File: config.mk
export PLATFORM = sky130hd
export DESIGN_NAME = src_top
export DESIGN_NICKNAME = d
export VERILOG_FILES = /design/src/src_pkg.sv /design/src/src_top.sv
export SDC_FILE = /design/constraint.sdc
export NUM_CORES = 1
export LEC_CHECK = 0
export ABC_AREA = 1
export BUFFER_PORTS_ARGS = -buffer_cell sky130_fd_sc_hd__buf_4
export CAP_MARGIN = 15
export CORE_AREA = 4 4 112 93
export DETAILED_ROUTE_END_ITERATION = 7
export DIE_AREA = 0 0 116 97
export MAX_ROUTING_LAYER = met4
export REMOVE_ABC_BUFFERS = 1
export SYNTH_ARGS = -nofsm -noshare
export SYNTH_HDL_FRONTEND = slang
export SYNTH_SLANG_ARGS = --single-unit
File: constraint.sdc
create_clock -name hclk -period 1.9 [get_ports hclk]
set_clock_uncertainty 0.05 [all_clocks]
set_input_delay 0.19 -clock hclk [delete_from_list [all_inputs] [get_ports hclk]]
set_output_delay 0.19 -clock hclk [all_outputs]
set_load 0.005 [all_outputs]
File: src/src_pkg.sv
// src_pkg: constants, field positions and carrier types of the system reset controller.
// assumes a 32-bit ahb-lite register bus; registers sit at byte address = 4 * index.
`default_nettype none

package src_pkg;

  // ****************************************************************
  // register indices (byte address is four times the index)
  // ****************************************************************
  localparam logic [7:0] IDX_POWER_CONTROL_ZERO  = 8'h87;  // power_control_zero
  localparam logic [7:0] IDX_FLAGS  = 8'h97;  // power_reset_flags
  localparam logic [7:0] IDX_PROG   = 8'he7;  // programming_control
  localparam logic [7:0] IDX_SYSTEM_FLAG_IRQ_ENABLE   = 8'h8e;  // system_flag_irq_enable
  localparam logic [7:0] IDX_WDTC   = 8'he1;  // watchdog_control
  localparam logic [7:0] IDX_POWER_CONTROL_TWO  = 8'hf1;  // power_control_two
  localparam logic [7:0] IDX_CLKSEL = 8'hf2;  // clock source select and boot status

  // ****************************************************************
  // field positions
  // ****************************************************************
  localparam int POWER_ON_FLAG_BIT   = 4;  // power_control_zero
  localparam int SOFT_CAUSE_BIT      = 7;  // power_reset_flags
  localparam int PIN_FLAG_BIT        = 6;
  localparam int MCLK_FLAG_BIT       = 5;
  localparam int SUPPLY_B_FLAG_BIT   = 2;
  localparam int SUPPLY_A_FLAG_BIT   = 1;
  localparam int WDOG_FLAG_BIT       = 0;
  localparam int PROG_ENABLE_BIT     = 7;  // programming_control
  localparam int BOOT_SELECT_BIT     = 6;
  localparam int SOFT_TRIGGER_BIT    = 5;
  localparam int PROG_FAIL_BIT       = 4;
  localparam int MCLK_RESET_EN_BIT   = 6;  // system_flag_irq_enable
  localparam int MCLK_IRQ_EN_BIT     = 5;
  localparam int WDOG_RESET_EN_BIT   = 7;  // watchdog_control
  localparam int SUPPLY_A_RST_EN_BIT = 1;  // power_control_two
  localparam int SUPPLY_B_RST_EN_BIT = 3;
  localparam int CRYSTAL_SEL_BIT     = 0;  // clock select register
  localparam int BOOT_STATUS_BIT     = 1;

  // ****************************************************************
  // reset values and implemented-bit masks
  // ****************************************************************
  localparam logic [7:0] POWER_CONTROL_ZERO_POR   = 8'h10;
  localparam logic [7:0] FLAGS_POR   = 8'h00;
  localparam logic [7:0] PROG_POR    = 8'h00;
  localparam logic [7:0] SYSTEM_FLAG_IRQ_ENABLE_POR    = 8'h60;
  localparam logic [7:0] WDTC_POR    = 8'h00;
  localparam logic [7:0] POWER_CONTROL_TWO_POR   = 8'h00;
  localparam logic [7:0] FLAGS_MASK  = 8'he7;  // rtc and stack flags live elsewhere
  localparam logic [7:0] PROG_MASK   = 8'hd0;  // trigger and low nibble read zero
  localparam logic [7:0] WDTC_MASK   = 8'h80;
  localparam logic [7:0] POWER_CONTROL_TWO_MASK  = 8'h0a;

  // ****************************************************************
  // timing counts and boot addresses
  // ****************************************************************
  localparam logic [4:0]  PIN_HOLD_CYCLES = 5'd24;  // oscillator periods = hclk periods
  localparam logic [2:0]  RST_HOLD_CYCLES = 3'd4;
  localparam logic [15:0] RESET_VECTOR    = 16'h0000;
  localparam logic [15:0] ISP_START       = 16'hf000;

  // ****************************************************************
  // carrier types
  // ****************************************************************
  typedef struct packed {
    logic por_low;       // power-on detector: supply below threshold
    logic pin_level;     // external reset pin, active high
    logic illegal_addr;  // fetch from an illegal address, pulse
    logic detector_a;    // fixed-level supply detector tripped
    logic detector_b;    // selectable-level supply detector tripped
    logic watchdog_ovf;  // watchdog overflow, pulse
    logic crystal_lost;  // raw missing-clock detection
  } src_sources_t;

  typedef struct packed {
    logic sys_reset_n;       // system reset, active low
    logic boot_from_isp;     // fetch from in_system_programming_region
    logic crystal_selected;  // processor clock from crystal, else internal_fast_oscillator
  } src_system_t;

  typedef enum logic {SRC_RUN, SRC_HOLD} src_state_t;

endpackage : src_pkg

`default_nettype wire

File: src/src_top.sv
// src_top: system reset controller with its ahb-lite register slave.
// assumes power-on reset drives hresetn, and all source inputs are synchronous to hclk
// except the external pin, which is synchronised here.
//
// The AHB-Lite register port is this design's own decision.
`timescale 1ns/1ns
`default_nettype none

module src_top
  import src_pkg::*;
(
  // clock and power-on reset
  input  wire logic         hclk,
  input  wire logic         hresetn,
  // ahb-lite slave
  input  wire logic         hsel,
  input  wire logic [31:0]  haddr,
  input  wire logic [1:0]   htrans,
  input  wire logic         hwrite,
  input  wire logic [2:0]   hsize,
  input  wire logic [31:0]  hwdata,
  input  wire logic         hready,
  output logic      [31:0]  hrdata,
  output logic              hreadyout,
  output logic              hresp,
  // reset sources and boot strap
  input  wire src_sources_t sources,
  input  wire logic         boot_option_isp,
  // system side
  output src_system_t       system_out,
  output logic      [15:0]  boot_address
);

  // ****************************************************************
  // declarations
  // ****************************************************************
  logic        dp_write_reg;
  logic        dp_read_reg;
  logic        rd_done_reg;
  logic        dp_hit_reg;
  logic [7:0]  dp_idx_reg;
  logic [31:0] hrdata_reg;
  logic [7:0]  rd_mux;
  logic        addr_ok;
  logic        wr_en;
  logic        wr_power_control_zero;
  logic        wr_flags;
  logic        wr_prog;
  logic [7:0]  wdata8;

  logic [7:0]  power_control_zero_reg;
  logic [7:0]  flags_reg;
  logic [7:0]  flags_next;
  logic [7:0]  flag_set;
  logic [7:0]  flag_clr;
  logic [7:0]  prog_reg;
  logic [7:0]  system_flag_irq_enable_reg;
  logic [7:0]  wdtc_reg;
  logic [7:0]  power_control_two_reg;
  logic        crystal_sel_reg;
  logic        soft_req_reg;

  logic        pin_meta_reg;
  logic        pin_sync_reg;
  logic [4:0]  pin_cnt_reg;
  logic        pin_req;

  logic        mcd_event;
  logic        mcd_reset;
  logic        reset_req;
  logic        warm_rst;
  src_state_t  state_reg;
  logic [2:0]  hold_cnt_reg;
  logic        sys_rst_n_reg;
  logic        boot_isp_reg;
  logic        por_done_reg;

  // ****************************************************************
  // ahb-lite slave
  // ****************************************************************
  // address phase taken when selected, ready and nonseq or seq
  assign addr_ok = hsel & hready & htrans[1];
  // writes finish with no wait; reads add one wait state so that a read
  // right behind a write sees the freshly written value
  assign hreadyout = ~(dp_read_reg & ~rd_done_reg);
  assign hresp     = 1'b0;
  assign hrdata    = hrdata_reg;
  assign wdata8    = hwdata[7:0];
  assign wr_en     = dp_write_reg & dp_hit_reg;
  assign wr_power_control_zero  = wr_en & (dp_idx_reg == IDX_POWER_CONTROL_ZERO);
  assign wr_flags  = wr_en & (dp_idx_reg == IDX_FLAGS);
  assign wr_prog   = wr_en & (dp_idx_reg == IDX_PROG);

  // data phase bookkeeping; only aligned word accesses decode
  always_ff @(posedge hclk or negedge hresetn)
  begin
    if (!hresetn)
    begin
      dp_write_reg <= 1'b0;
      dp_read_reg  <= 1'b0;
      dp_hit_reg   <= 1'b0;
      dp_idx_reg   <= 8'h00;
    end
    else if (addr_ok)
    begin
      dp_write_reg <= hwrite;
      dp_read_reg  <= ~hwrite;
      dp_idx_reg   <= haddr[9:2];
      dp_hit_reg   <= (haddr[31:10] == 22'h0) && (haddr[1:0] == 2'b00) && (hsize == 3'b010);
    end
    else if (hreadyout)
    begin
      dp_write_reg <= 1'b0;
      dp_read_reg  <= 1'b0;
    end
  end

  // read wait state and read data capture
  always_ff @(posedge hclk or negedge hresetn)
  begin
    if (!hresetn)
    begin
      rd_done_reg <= 1'b0;
      hrdata_reg  <= 32'h0000_0000;
    end
    else if (dp_read_reg && !rd_done_reg)
    begin
      rd_done_reg <= 1'b1;
      hrdata_reg  <= {24'h00_0000, rd_mux};
    end
    else
    begin
      rd_done_reg <= 1'b0;
    end
  end

  // read multiplexer; unmapped addresses read zero
  always_comb
  begin
    rd_mux = 8'h00;
    if (dp_hit_reg)
    begin
      case (dp_idx_reg)
        IDX_POWER_CONTROL_ZERO:  rd_mux = power_control_zero_reg;
        IDX_FLAGS:  rd_mux = flags_reg & FLAGS_MASK;
        IDX_PROG:   rd_mux = prog_reg & PROG_MASK;  // trigger always reads zero
        IDX_SYSTEM_FLAG_IRQ_ENABLE:   rd_mux = system_flag_irq_enable_reg;
        IDX_WDTC:   rd_mux = wdtc_reg & WDTC_MASK;
        IDX_POWER_CONTROL_TWO:  rd_mux = power_control_two_reg & POWER_CONTROL_TWO_MASK;
        IDX_CLKSEL: rd_mux = {6'h00, boot_isp_reg, crystal_sel_reg};
        default:    rd_mux = 8'h00;
      endcase
    end
  end

  // ****************************************************************
  // external pin filter
  // ****************************************************************
  // two-flop synchroniser, then a saturating count of high samples
  always_ff @(posedge hclk or negedge hresetn)
  begin
    if (!hresetn)
    begin
      pin_meta_reg <= 1'b0;
      pin_sync_reg <= 1'b0;
      pin_cnt_reg  <= 5'd0;
    end
    else
    begin
      pin_meta_reg <= sources.pin_level;
      pin_sync_reg <= pin_meta_reg;
      if (!pin_sync_reg)
        pin_cnt_reg <= 5'd0;  // a single low sample restarts the count
      else if (pin_cnt_reg != PIN_HOLD_CYCLES)
        pin_cnt_reg <= pin_cnt_reg + 5'd1;
    end
  end

  // short glitches never reach the system reset
  assign pin_req = (pin_cnt_reg == PIN_HOLD_CYCLES);

  // ****************************************************************
  // reset request merge
  // ****************************************************************
  // detector ignored unless enabled and the crystal is in use
  assign mcd_event = sources.crystal_lost & crystal_sel_reg & system_flag_irq_enable_reg[MCLK_IRQ_EN_BIT];
  assign mcd_reset = mcd_event & system_flag_irq_enable_reg[MCLK_RESET_EN_BIT];

  // every source of the system reset; supply, watchdog and missing-clock sources gated by their own enables
  assign reset_req = sources.por_low
                   | pin_req
                   | soft_req_reg
                   | sources.illegal_addr
                   | (sources.detector_a & power_control_two_reg[SUPPLY_A_RST_EN_BIT])
                   | (sources.detector_b & power_control_two_reg[SUPPLY_B_RST_EN_BIT])
                   | (sources.watchdog_ovf & wdtc_reg[WDOG_RESET_EN_BIT])
                   | mcd_reset;

  // ****************************************************************
  // reset stretcher
  // ****************************************************************
  // a pulse source still gives a full hold window so every register settles
  always_ff @(posedge hclk or negedge hresetn)
  begin
    if (!hresetn)
    begin
      state_reg     <= SRC_HOLD;
      hold_cnt_reg  <= RST_HOLD_CYCLES;
      sys_rst_n_reg <= 1'b0;
    end
    else
    begin
      case (state_reg)
        SRC_RUN:
        begin
          if (reset_req)
          begin
            state_reg     <= SRC_HOLD;
            hold_cnt_reg  <= RST_HOLD_CYCLES;
            sys_rst_n_reg <= 1'b0;
          end
        end
        SRC_HOLD:
        begin
          if (reset_req)
            hold_cnt_reg <= RST_HOLD_CYCLES;
          else if (hold_cnt_reg > 3'd1)
            hold_cnt_reg <= hold_cnt_reg - 3'd1;
          else
          begin
            hold_cnt_reg  <= 3'd0;
            state_reg     <= SRC_RUN;
            sys_rst_n_reg <= 1'b1;
          end
        end
        default:
        begin
          state_reg     <= SRC_HOLD;
          hold_cnt_reg  <= RST_HOLD_CYCLES;
          sys_rst_n_reg <= 1'b0;
        end
      endcase
    end
  end

  assign warm_rst = (state_reg == SRC_HOLD);

  // ****************************************************************
  // boot region and strap capture
  // ****************************************************************
  // the strap is caught in the first cycle after power-on release
  always_ff @(posedge hclk or negedge hresetn)
  begin
    if (!hresetn)
    begin
      por_done_reg <= 1'b0;
      boot_isp_reg <= 1'b0;
    end
    else
    begin
      por_done_reg <= 1'b1;
      if (!por_done_reg)
        boot_isp_reg <= boot_option_isp;
      else if (soft_req_reg)
        boot_isp_reg <= prog_reg[BOOT_SELECT_BIT];
      else if (reset_req && !warm_rst)
        boot_isp_reg <= boot_option_isp;
    end
  end

  assign boot_address = boot_isp_reg ? ISP_START : RESET_VECTOR;
  assign system_out   = '{sys_reset_n:      sys_rst_n_reg,
                          boot_from_isp:    boot_isp_reg,
                          crystal_selected: crystal_sel_reg};

  // ****************************************************************
  // control registers
  // ****************************************************************
  // power_control_zero: warm reset clears all but the power-on flag
  always_ff @(posedge hclk or negedge hresetn)
  begin
    if (!hresetn)
      power_control_zero_reg <= POWER_CONTROL_ZERO_POR;
    else
    begin
      if (warm_rst)
        power_control_zero_reg <= power_control_zero_reg & (8'h01 << POWER_ON_FLAG_BIT);
      else if (wr_power_control_zero)
        power_control_zero_reg <= wdata8;
      if (sources.por_low)
        power_control_zero_reg[POWER_ON_FLAG_BIT] <= 1'b1;  // hardware set wins
    end
  end

  // programming_control: trigger is a pulse, boot select survives warm reset
  always_ff @(posedge hclk or negedge hresetn)
  begin
    if (!hresetn)
    begin
      prog_reg     <= PROG_POR;
      soft_req_reg <= 1'b0;
    end
    else
    begin
      soft_req_reg <= wr_prog & wdata8[SOFT_TRIGGER_BIT];  // writing zero does nothing
      if (warm_rst)
      begin
        prog_reg[PROG_ENABLE_BIT] <= 1'b0;
        prog_reg[PROG_FAIL_BIT]   <= 1'b0;
      end
      else if (wr_prog)
        prog_reg <= wdata8 & PROG_MASK;
    end
  end

  // enables are power-on state, so a brown-out reset cannot disarm itself
  always_ff @(posedge hclk or negedge hresetn)
  begin
    if (!hresetn)
    begin
      system_flag_irq_enable_reg  <= SYSTEM_FLAG_IRQ_ENABLE_POR;  // missing-clock reset on by default
      wdtc_reg  <= WDTC_POR;
      power_control_two_reg <= POWER_CONTROL_TWO_POR;
    end
    else if (wr_en)
    begin
      if (dp_idx_reg == IDX_SYSTEM_FLAG_IRQ_ENABLE)
        system_flag_irq_enable_reg <= wdata8;
      if (dp_idx_reg == IDX_WDTC)
        wdtc_reg <= wdata8 & WDTC_MASK;
      if (dp_idx_reg == IDX_POWER_CONTROL_TWO)
        power_control_two_reg <= wdata8 & POWER_CONTROL_TWO_MASK;
    end
  end

  // clock select: crystal only reselectable once the missing-clock flag is cleared
  always_ff @(posedge hclk or negedge hresetn)
  begin
    if (!hresetn)
      crystal_sel_reg <= 1'b0;
    else if (mcd_reset)
      crystal_sel_reg <= 1'b0;  // fall back to the internal oscillator
    else if (wr_en && (dp_idx_reg == IDX_CLKSEL) && !flags_reg[MCLK_FLAG_BIT])
      crystal_sel_reg <= wdata8[CRYSTAL_SEL_BIT];
  end

  // ****************************************************************
  // cause flags
  // ****************************************************************
  // hardware set wins over a write-one clear in the same cycle
  always_comb
  begin
    flag_set                    = 8'h00;
    flag_set[SOFT_CAUSE_BIT]    = soft_req_reg;
    flag_set[PIN_FLAG_BIT]      = pin_req;
    flag_set[MCLK_FLAG_BIT]     = mcd_event;
    flag_set[SUPPLY_B_FLAG_BIT] = sources.detector_b;
    flag_set[SUPPLY_A_FLAG_BIT] = sources.detector_a;
    flag_set[WDOG_FLAG_BIT]     = sources.watchdog_ovf;
    flag_clr                    = wr_flags ? (wdata8 & FLAGS_MASK) : 8'h00;
    flags_next                  = (flags_reg & ~flag_clr) | flag_set;
  end

  // flags keep their value through warm resets so software can read the cause
  always_ff @(posedge hclk or negedge hresetn)
  begin
    if (!hresetn)
      flags_reg <= FLAGS_POR;
    else
      flags_reg <= flags_next;
  end

  // ****************************************************************
  // assertions
  // ****************************************************************
  a_por_holds_reset: assert property (
    @(posedge hclk) disable iff (!hresetn)
    sources.por_low |=> !system_out.sys_reset_n)
    else $error("system reset not held during low supply");

  a_reset_stretch: assert property (
    @(posedge hclk) disable iff (!hresetn)
    reset_req |=> (!system_out.sys_reset_n) [*4])
    else $error("system reset shorter than hold window");

  a_soft_trigger: assert property (
    @(posedge hclk) disable iff (!hresetn)
    (wr_prog && wdata8[SOFT_TRIGGER_BIT]) |=> ##1 !system_out.sys_reset_n)
    else $error("soft trigger did not reset the system");

  a_soft_flag_boot: assert property (
    @(posedge hclk) disable iff (!hresetn)
    (soft_req_reg && por_done_reg) |=>
      flags_reg[SOFT_CAUSE_BIT] && (boot_isp_reg == $past(prog_reg[BOOT_SELECT_BIT])))
    else $error("soft reset cause or boot region wrong");

  a_flag_write_zero: assert property (
    @(posedge hclk) disable iff (!hresetn)
    (wr_flags && !wdata8[PIN_FLAG_BIT] && flags_reg[PIN_FLAG_BIT]) |=> flags_reg[PIN_FLAG_BIT])
    else $error("writing zero cleared a cause flag");

  a_pin_filter: assert property (
    @(posedge hclk) disable iff (!hresetn)
    !pin_sync_reg |=> !pin_req ##1 !pin_req)
    else $error("pin request without consecutive high samples");

  a_pin_flag: assert property (
    @(posedge hclk) disable iff (!hresetn)
    $rose(pin_req) |=> flags_reg[PIN_FLAG_BIT] && !system_out.sys_reset_n)
    else $error("pin reset did not set its flag");

  a_wdog_reset: assert property (
    @(posedge hclk) disable iff (!hresetn)
    (sources.watchdog_ovf && wdtc_reg[WDOG_RESET_EN_BIT]) |=>
      flags_reg[WDOG_FLAG_BIT] && !system_out.sys_reset_n)
    else $error("watchdog overflow did not reset");

  a_mcd_switch: assert property (
    @(posedge hclk) disable iff (!hresetn)
    mcd_reset |=> !system_out.crystal_selected && flags_reg[MCLK_FLAG_BIT]
                  && !system_out.sys_reset_n)
    else $error("missing clock did not fall back to internal oscillator");

  a_mcd_inactive: assert property (
    @(posedge hclk) disable iff (!hresetn)
    (!system_flag_irq_enable_reg[MCLK_IRQ_EN_BIT] && !flags_reg[MCLK_FLAG_BIT]) |=> !flags_reg[MCLK_FLAG_BIT])
    else $error("disabled missing-clock detector set its flag");

endmodule : src_top

`default_nettype wire

* After elaboration in Yosys (flattened, before gate mapping)
Index checks and enable logic that the tools add are counted.
** Operators by class
- Add/subtract/negate cells :: 2
- Order comparisons :: 1
- Eq/ne operators :: 17
- Multiplexer cells :: 33
- Bitwise gates (word level) :: 28
- Reductions and logical operators :: 21
** Operators with widths (number)
- $eq 8x8->1 const B :: 7
- $pmux 8 s7 :: 1
- $mux 8 :: 5
- $logic_not 22->1 :: 1
- $mux 1 :: 18
- $mux 16 :: 1
- $and 1x1->1 :: 14
- $mux 5 :: 2
- $ne 2x2->1 const B :: 5
- $reduce_and 2->1 :: 5
- $mux 3 :: 3
- $and 8x8->8 :: 1
- $not 8->8 :: 1
- $or 8x8->8 :: 1
- $reduce_bool 2->1 :: 4
- $or 1x1->1 :: 7
- $logic_and 1x1->1 :: 6
- $pmux 3 s2 :: 1
- $add 5x1->5 const B :: 1
- $eq 5x5->1 const B :: 1
- $ne 5x5->1 const B :: 1
- $not 1->1 :: 4
- $pmux 1 s2 :: 2
- $eq 3x2->1 const B :: 1
- 7 further kinds :: 9
** Word-level totals
- Register bits after elaboration :: 66

* Longest topological paths before layout
- Depth after elaboration :: 12
- Depth in mapped cells :: 10
- Mapped depth without buffers :: 10

* Least setup slack after synthesis
OpenSTA, ideal clock, no wires.
- Path type :: register -> register
- From :: register pin_cnt_reg[0]
- To :: register sys_rst_n_reg
- Library setup time :: 0.135 ns
- Arrival :: 1.186 ns
- Data required time :: 1.715 ns
- Path slack :: 0.529 ns
- Stages on the path, launching flop included :: 10
- Path buffers :: 0
- Period minus slack after synthesis :: 1.371 ns
- Path through :: dfrtp_1 inv_1 ha_1 nand3_1 nor2_1 nor2_1 nand2_1 nand2_1 nand2_1 o31ai_1
** On the way
- Cells in the longest elaborated chain, start to end :: 10
- Elaborated cells on any way between the ends :: 11
** RTL lines
- start, declared :: RTL line src_top.sv:65 : logic [4:0] pin_cnt_reg;
- start signal, assigned :: RTL line src_top.sv:175 : pin_cnt_reg <= pin_cnt_reg + 5'd1;
- $eq 5x5->1 * :: RTL line src_top.sv:180 : assign pin_req = (pin_cnt_reg == PIN_HOLD_CYCLES);
- $or 1x1->1 * :: RTL line src_top.sv:191 : | pin_req
- $or 1x1->1 * :: RTL line src_top.sv:192 : | soft_req_reg
- $or 1x1->1 * :: RTL line src_top.sv:193 : | sources.illegal_addr
- $or 1x1->1 * :: RTL line src_top.sv:194 : | (sources.detector_a & power_control_two_reg[SUPPLY_A_RST_EN_BIT])
- $or 1x1->1 * :: RTL line src_top.sv:195 : | (sources.detector_b & power_control_two_reg[SUPPLY_B_RST_EN_BIT])
- $or 1x1->1 * :: RTL line src_top.sv:196 : | (sources.watchdog_ovf & wdtc_reg[WDOG_RESET_EN_BIT])
- $or 1x1->1 * :: RTL line src_top.sv:197 : | mcd_reset;
- $ne 2x2->1 (no line)
- $reduce_and 3->1 (no line) *
- end signal, assigned :: RTL line src_top.sv:209 : sys_rst_n_reg <= 1'b0;
- end signal, assigned :: RTL line src_top.sv:220 : sys_rst_n_reg <= 1'b0;
- end signal, assigned :: RTL line src_top.sv:233 : sys_rst_n_reg <= 1'b1;
- end, declared :: RTL line src_top.sv:74 : logic sys_rst_n_reg;
Mark *: on every way between the ends. The rest lies on a longest branch, timed or not.
A chain may end at the register's enable or synchronous reset.

* Final worst setup path
- From :: register rd_done_reg
- To :: output port hreadyout
** On the way
- Cells in the longest elaborated chain, start to end :: 3
** RTL lines
- start, declared :: RTL line src_top.sv:39 : logic rd_done_reg;
- start signal, assigned :: RTL line src_top.sv:123 : rd_done_reg <= 1'b0;
- start signal, assigned :: RTL line src_top.sv:128 : rd_done_reg <= 1'b1;
- start signal, assigned :: RTL line src_top.sv:133 : rd_done_reg <= 1'b0;
- $not 1->1 :: RTL line src_top.sv:85 : assign hreadyout = ~(dp_read_reg & ~rd_done_reg);
- $and 1x1->1 :: RTL line src_top.sv:85
- $not 1->1 :: RTL line src_top.sv:85
- end, declared :: RTL line src_top.sv:24 : output logic hreadyout,
Every way passes these cells.

==> flow_summary_export.csv <==
group,metric,value,unit
drt,drt-pass1-iter-count,4,
synth,synth_async_sr_flop_share,100,%
cts,clock_latency,0.33,ns
critical_path,endpoint_kind,"output port",
die,floorplan.io_pins,135,
critical_path,cp_data_required_time,1.66,ns
pwr,power.combinational.fraction,11.2,%
sta,relSlewSlack,45.4,%
cts,cts.sinks,64,
die,die-width,116,um
layout,fill_cells,945,
critical_path,crit_path_max_fanout,9,
synth,synthCells,423,
layout,drive_gt1_share,22.1,%
die,core.rowCount,32,
pwr,sequentialPowerShare,40.1,%
global_routing,largest_net_degree_at_the_start_of_global_routing,65,
sta,whs,0.0229,ns
sta,final_hold_viol_count,0,
drt,post-route-drc-count,0,
drt,drt_iter0_markers,213,
sta,post-route-period-util,89.6,%
drt,vias,2831,
layout,mostFrequentLayoutCells,"sky130_fd_sc_hd__nand2_1, sky130_fd_sc_hd__buf_4, sky130_fd_sc_hd__dfrtp_1",
cts,clock_pin_slew_on_the_worst_setup_and_hold_paths,0.05,ns
cts,tritoncts,"built",
layout,antennaDiodeCount,0,
place,dpl.hpwl,6120,um
status,outcome,"completed",
pwr,cellLeakagePower,2.25,nW
die,floorplan.core_area,9370,um2
synth,postSynthRegisterBits,64,
critical_path,worst_setup_path_start_kind,"register",
die,design.die.area,11300,um2
layout,final_common_cell,"sky130_fd_sc_hd__nand2_1",
synth,postSynth.topFlopCell,"sky130_fd_sc_hd__dfrtp_1",
sta,final_period_minus_worst_setup_slack,1.70,ns
sta,fmax,588,MHz
pwr,total_switching_power,0.843,mW
synth,netlist_area_pre_place,3470,um2
synth,synth_enable_flop_cells,0,
layout,fin_util,46.0,%
pwr,peak_supply_drop,0.403,mV
sta,report.final.slew_viol_count,0,
hold_path,hold_removal_path_class,"input pin to register",
layout,flow.area_growth_from_synthesis,24.3,%
cts,post_cts_resized,0,
synth,post_synthesis_area_per_instance,8.19,um2
synth,synth-seq-area-share,46.4,%
sta,grt_setup_unrepaired,"false",
cts,post_cts_hold_buffer_count,2,
drt,routedWlPerCell,12.9,um
global_routing,grtUsageTotal,15.5,%
cts,post_cts_buffers,0,
sta,tightestPinTransition,0.819,ns
critical_path,crit_type,"register to output port",
pwr,clock_power_share,48.7,%
drt,drtAntennaViolNets,0,
global_routing,grt_pass1_wl,13400,um
drt,vias_per_cell,4.53,
drt,wl,8040,um
synth,netlist-cell-type-count,35,
global_routing,grt.overflow.total,0,
place,io_buffer_count,72,
cts,cts_root_buffer,"sky130_fd_sc_hd__clkbuf_16",
sta,setup_violations_final,0,
synth,synth-warning-count,0,
pwr,power_switching_share,23.1,%
cts,cts_made_buffers,9,
cts,ctsLongestPathBuffers,2,
global_routing,via_count_of_the_first_global_routing_pass,2785,
job,drv_cap,0,
pwr,cellPowerDensity,848,nW/um2
place,finalWeightedCongestion,0.840,
die,initial_core_util,37.0,%
pwr,internal-power,2.81,mW
sta,setup_total_negative_slack,0,ns
global_routing,antenna_violations_before_repair,0,
layout,num-nets-final,587,
critical_path,crit_path_arrival_time,1.46,ns
die,die_y,97,um
cts,clock_tree.htree_level_count,3,
## stage by stage
stage	instances	setup slack (ns)	total power [mW]	instance area (um2)
CTS	625	0.156	3.70	4310
global placement	607	0.328	1.89	3960
floorplan	410	0.385	1.68	3230
finish	625	0.198	3.65	4310
detailed placement	607	0.277	1.90	3960
global route	625	0.0325	3.83	4310
## synthesized netlist by cell type (5+ instances only)
| cell | count | area [um2] |
|---|---|---|
| sky130_fd_sc_hd__nand2_1 | 98 | 368 |
| sky130_fd_sc_hd__nor2_1 | 32 | 120 |
| sky130_fd_sc_hd__o21ai_1 | 6 | 30.0 |
| sky130_fd_sc_hd__dfrtp_1 | 59 | 1480 |
| sky130_fd_sc_hd__o21a_1 | 6 | 45.0 |
| sky130_fd_sc_hd__dfstp_2 | 5 | 131 |
| sky130_fd_sc_hd__inv_1 | 43 | 161 |
| sky130_fd_sc_hd__nand3_1 | 46 | 230 |
| sky130_fd_sc_hd__a21oi_1 | 5 | 25.0 |
| sky130_fd_sc_hd__o21ai_0 | 33 | 165 |
| sky130_fd_sc_hd__nand4_1 | 5 | 31.3 |
| sky130_fd_sc_hd__buf_4 | 44 | 330 |
## worst paths after layout
check / startpoint / endpoint / slack (ns) / cells after the start
worst max-delay path: rd_done_reg / hreadyout / 0.20 / 3
worst min-delay path: haddr[5] / dp_idx_reg[3] / 0.02 / 3
worst max register to register: pin_cnt_reg[0] / sys_rst_n_reg / 0.24 / 9
worst min register to register: pin_meta_reg / pin_sync_reg / 0.30 / 0
max in group asynchronous: hresetn / por_done_reg / 0.82 / 2
min in group asynchronous: hresetn / dp_idx_reg[3] / 0.46 / 2
## layer usage
metal,global-route usage (%),wire length [um]
met1,21.2,3640
met2,22.1,3720
met3,4.38,562
met4,5.44,130
met5,-,0
## cell type report
class	count	area, um2	area share (%)
clock inverter	3	65.1	1.51
clock buffer	13	260	6.04
multi-input combinational	299	1450	33.5
tap	119	149	3.46
inverter	47	176	4.09
sequential	64	1610	37.3
timing repair buffer	80	606	14.1
## kinds of logic after synthesis
| group | count (synthesis) | share of synthesized area (%) |
|---|---|---|
| simple gates | 199 | 26.6 |
| buf+inv | 96 | 15.8 |
| flops | 64 | 46.4 |
| compound gates | 54 | 8.48 |
| fa+ha+maj | 4 | 1.44 |
| xor+xnor | 3 | 0.758 |
| other cells | 2 | 0.217 |
| mux | 1 | 0.325 |
## critical path, cell delays in order (launching register included)
cell                       delay [ns]
sky130_fd_sc_hd__dfrtp_1         0.36
sky130_fd_sc_hd__nor2_1          0.27
sky130_fd_sc_hd__clkinv_1        0.29
sky130_fd_sc_hd__buf_4           0.21
## power groups by stage
stage / clock [mW] / combinational [mW] / sequential (mW)
after global placement: 0 / 0.403 / 1.48
after detailed placement: 0 / 0.411 / 1.49
after global routing: 1.89 / 0.470 / 1.47
after CTS: 1.83 / 0.415 / 1.46
after floorplan: 0 / 0.203 / 1.48
final: 1.78 / 0.410 / 1.46
No activity file was read; power rests on OpenSTA's default activity.
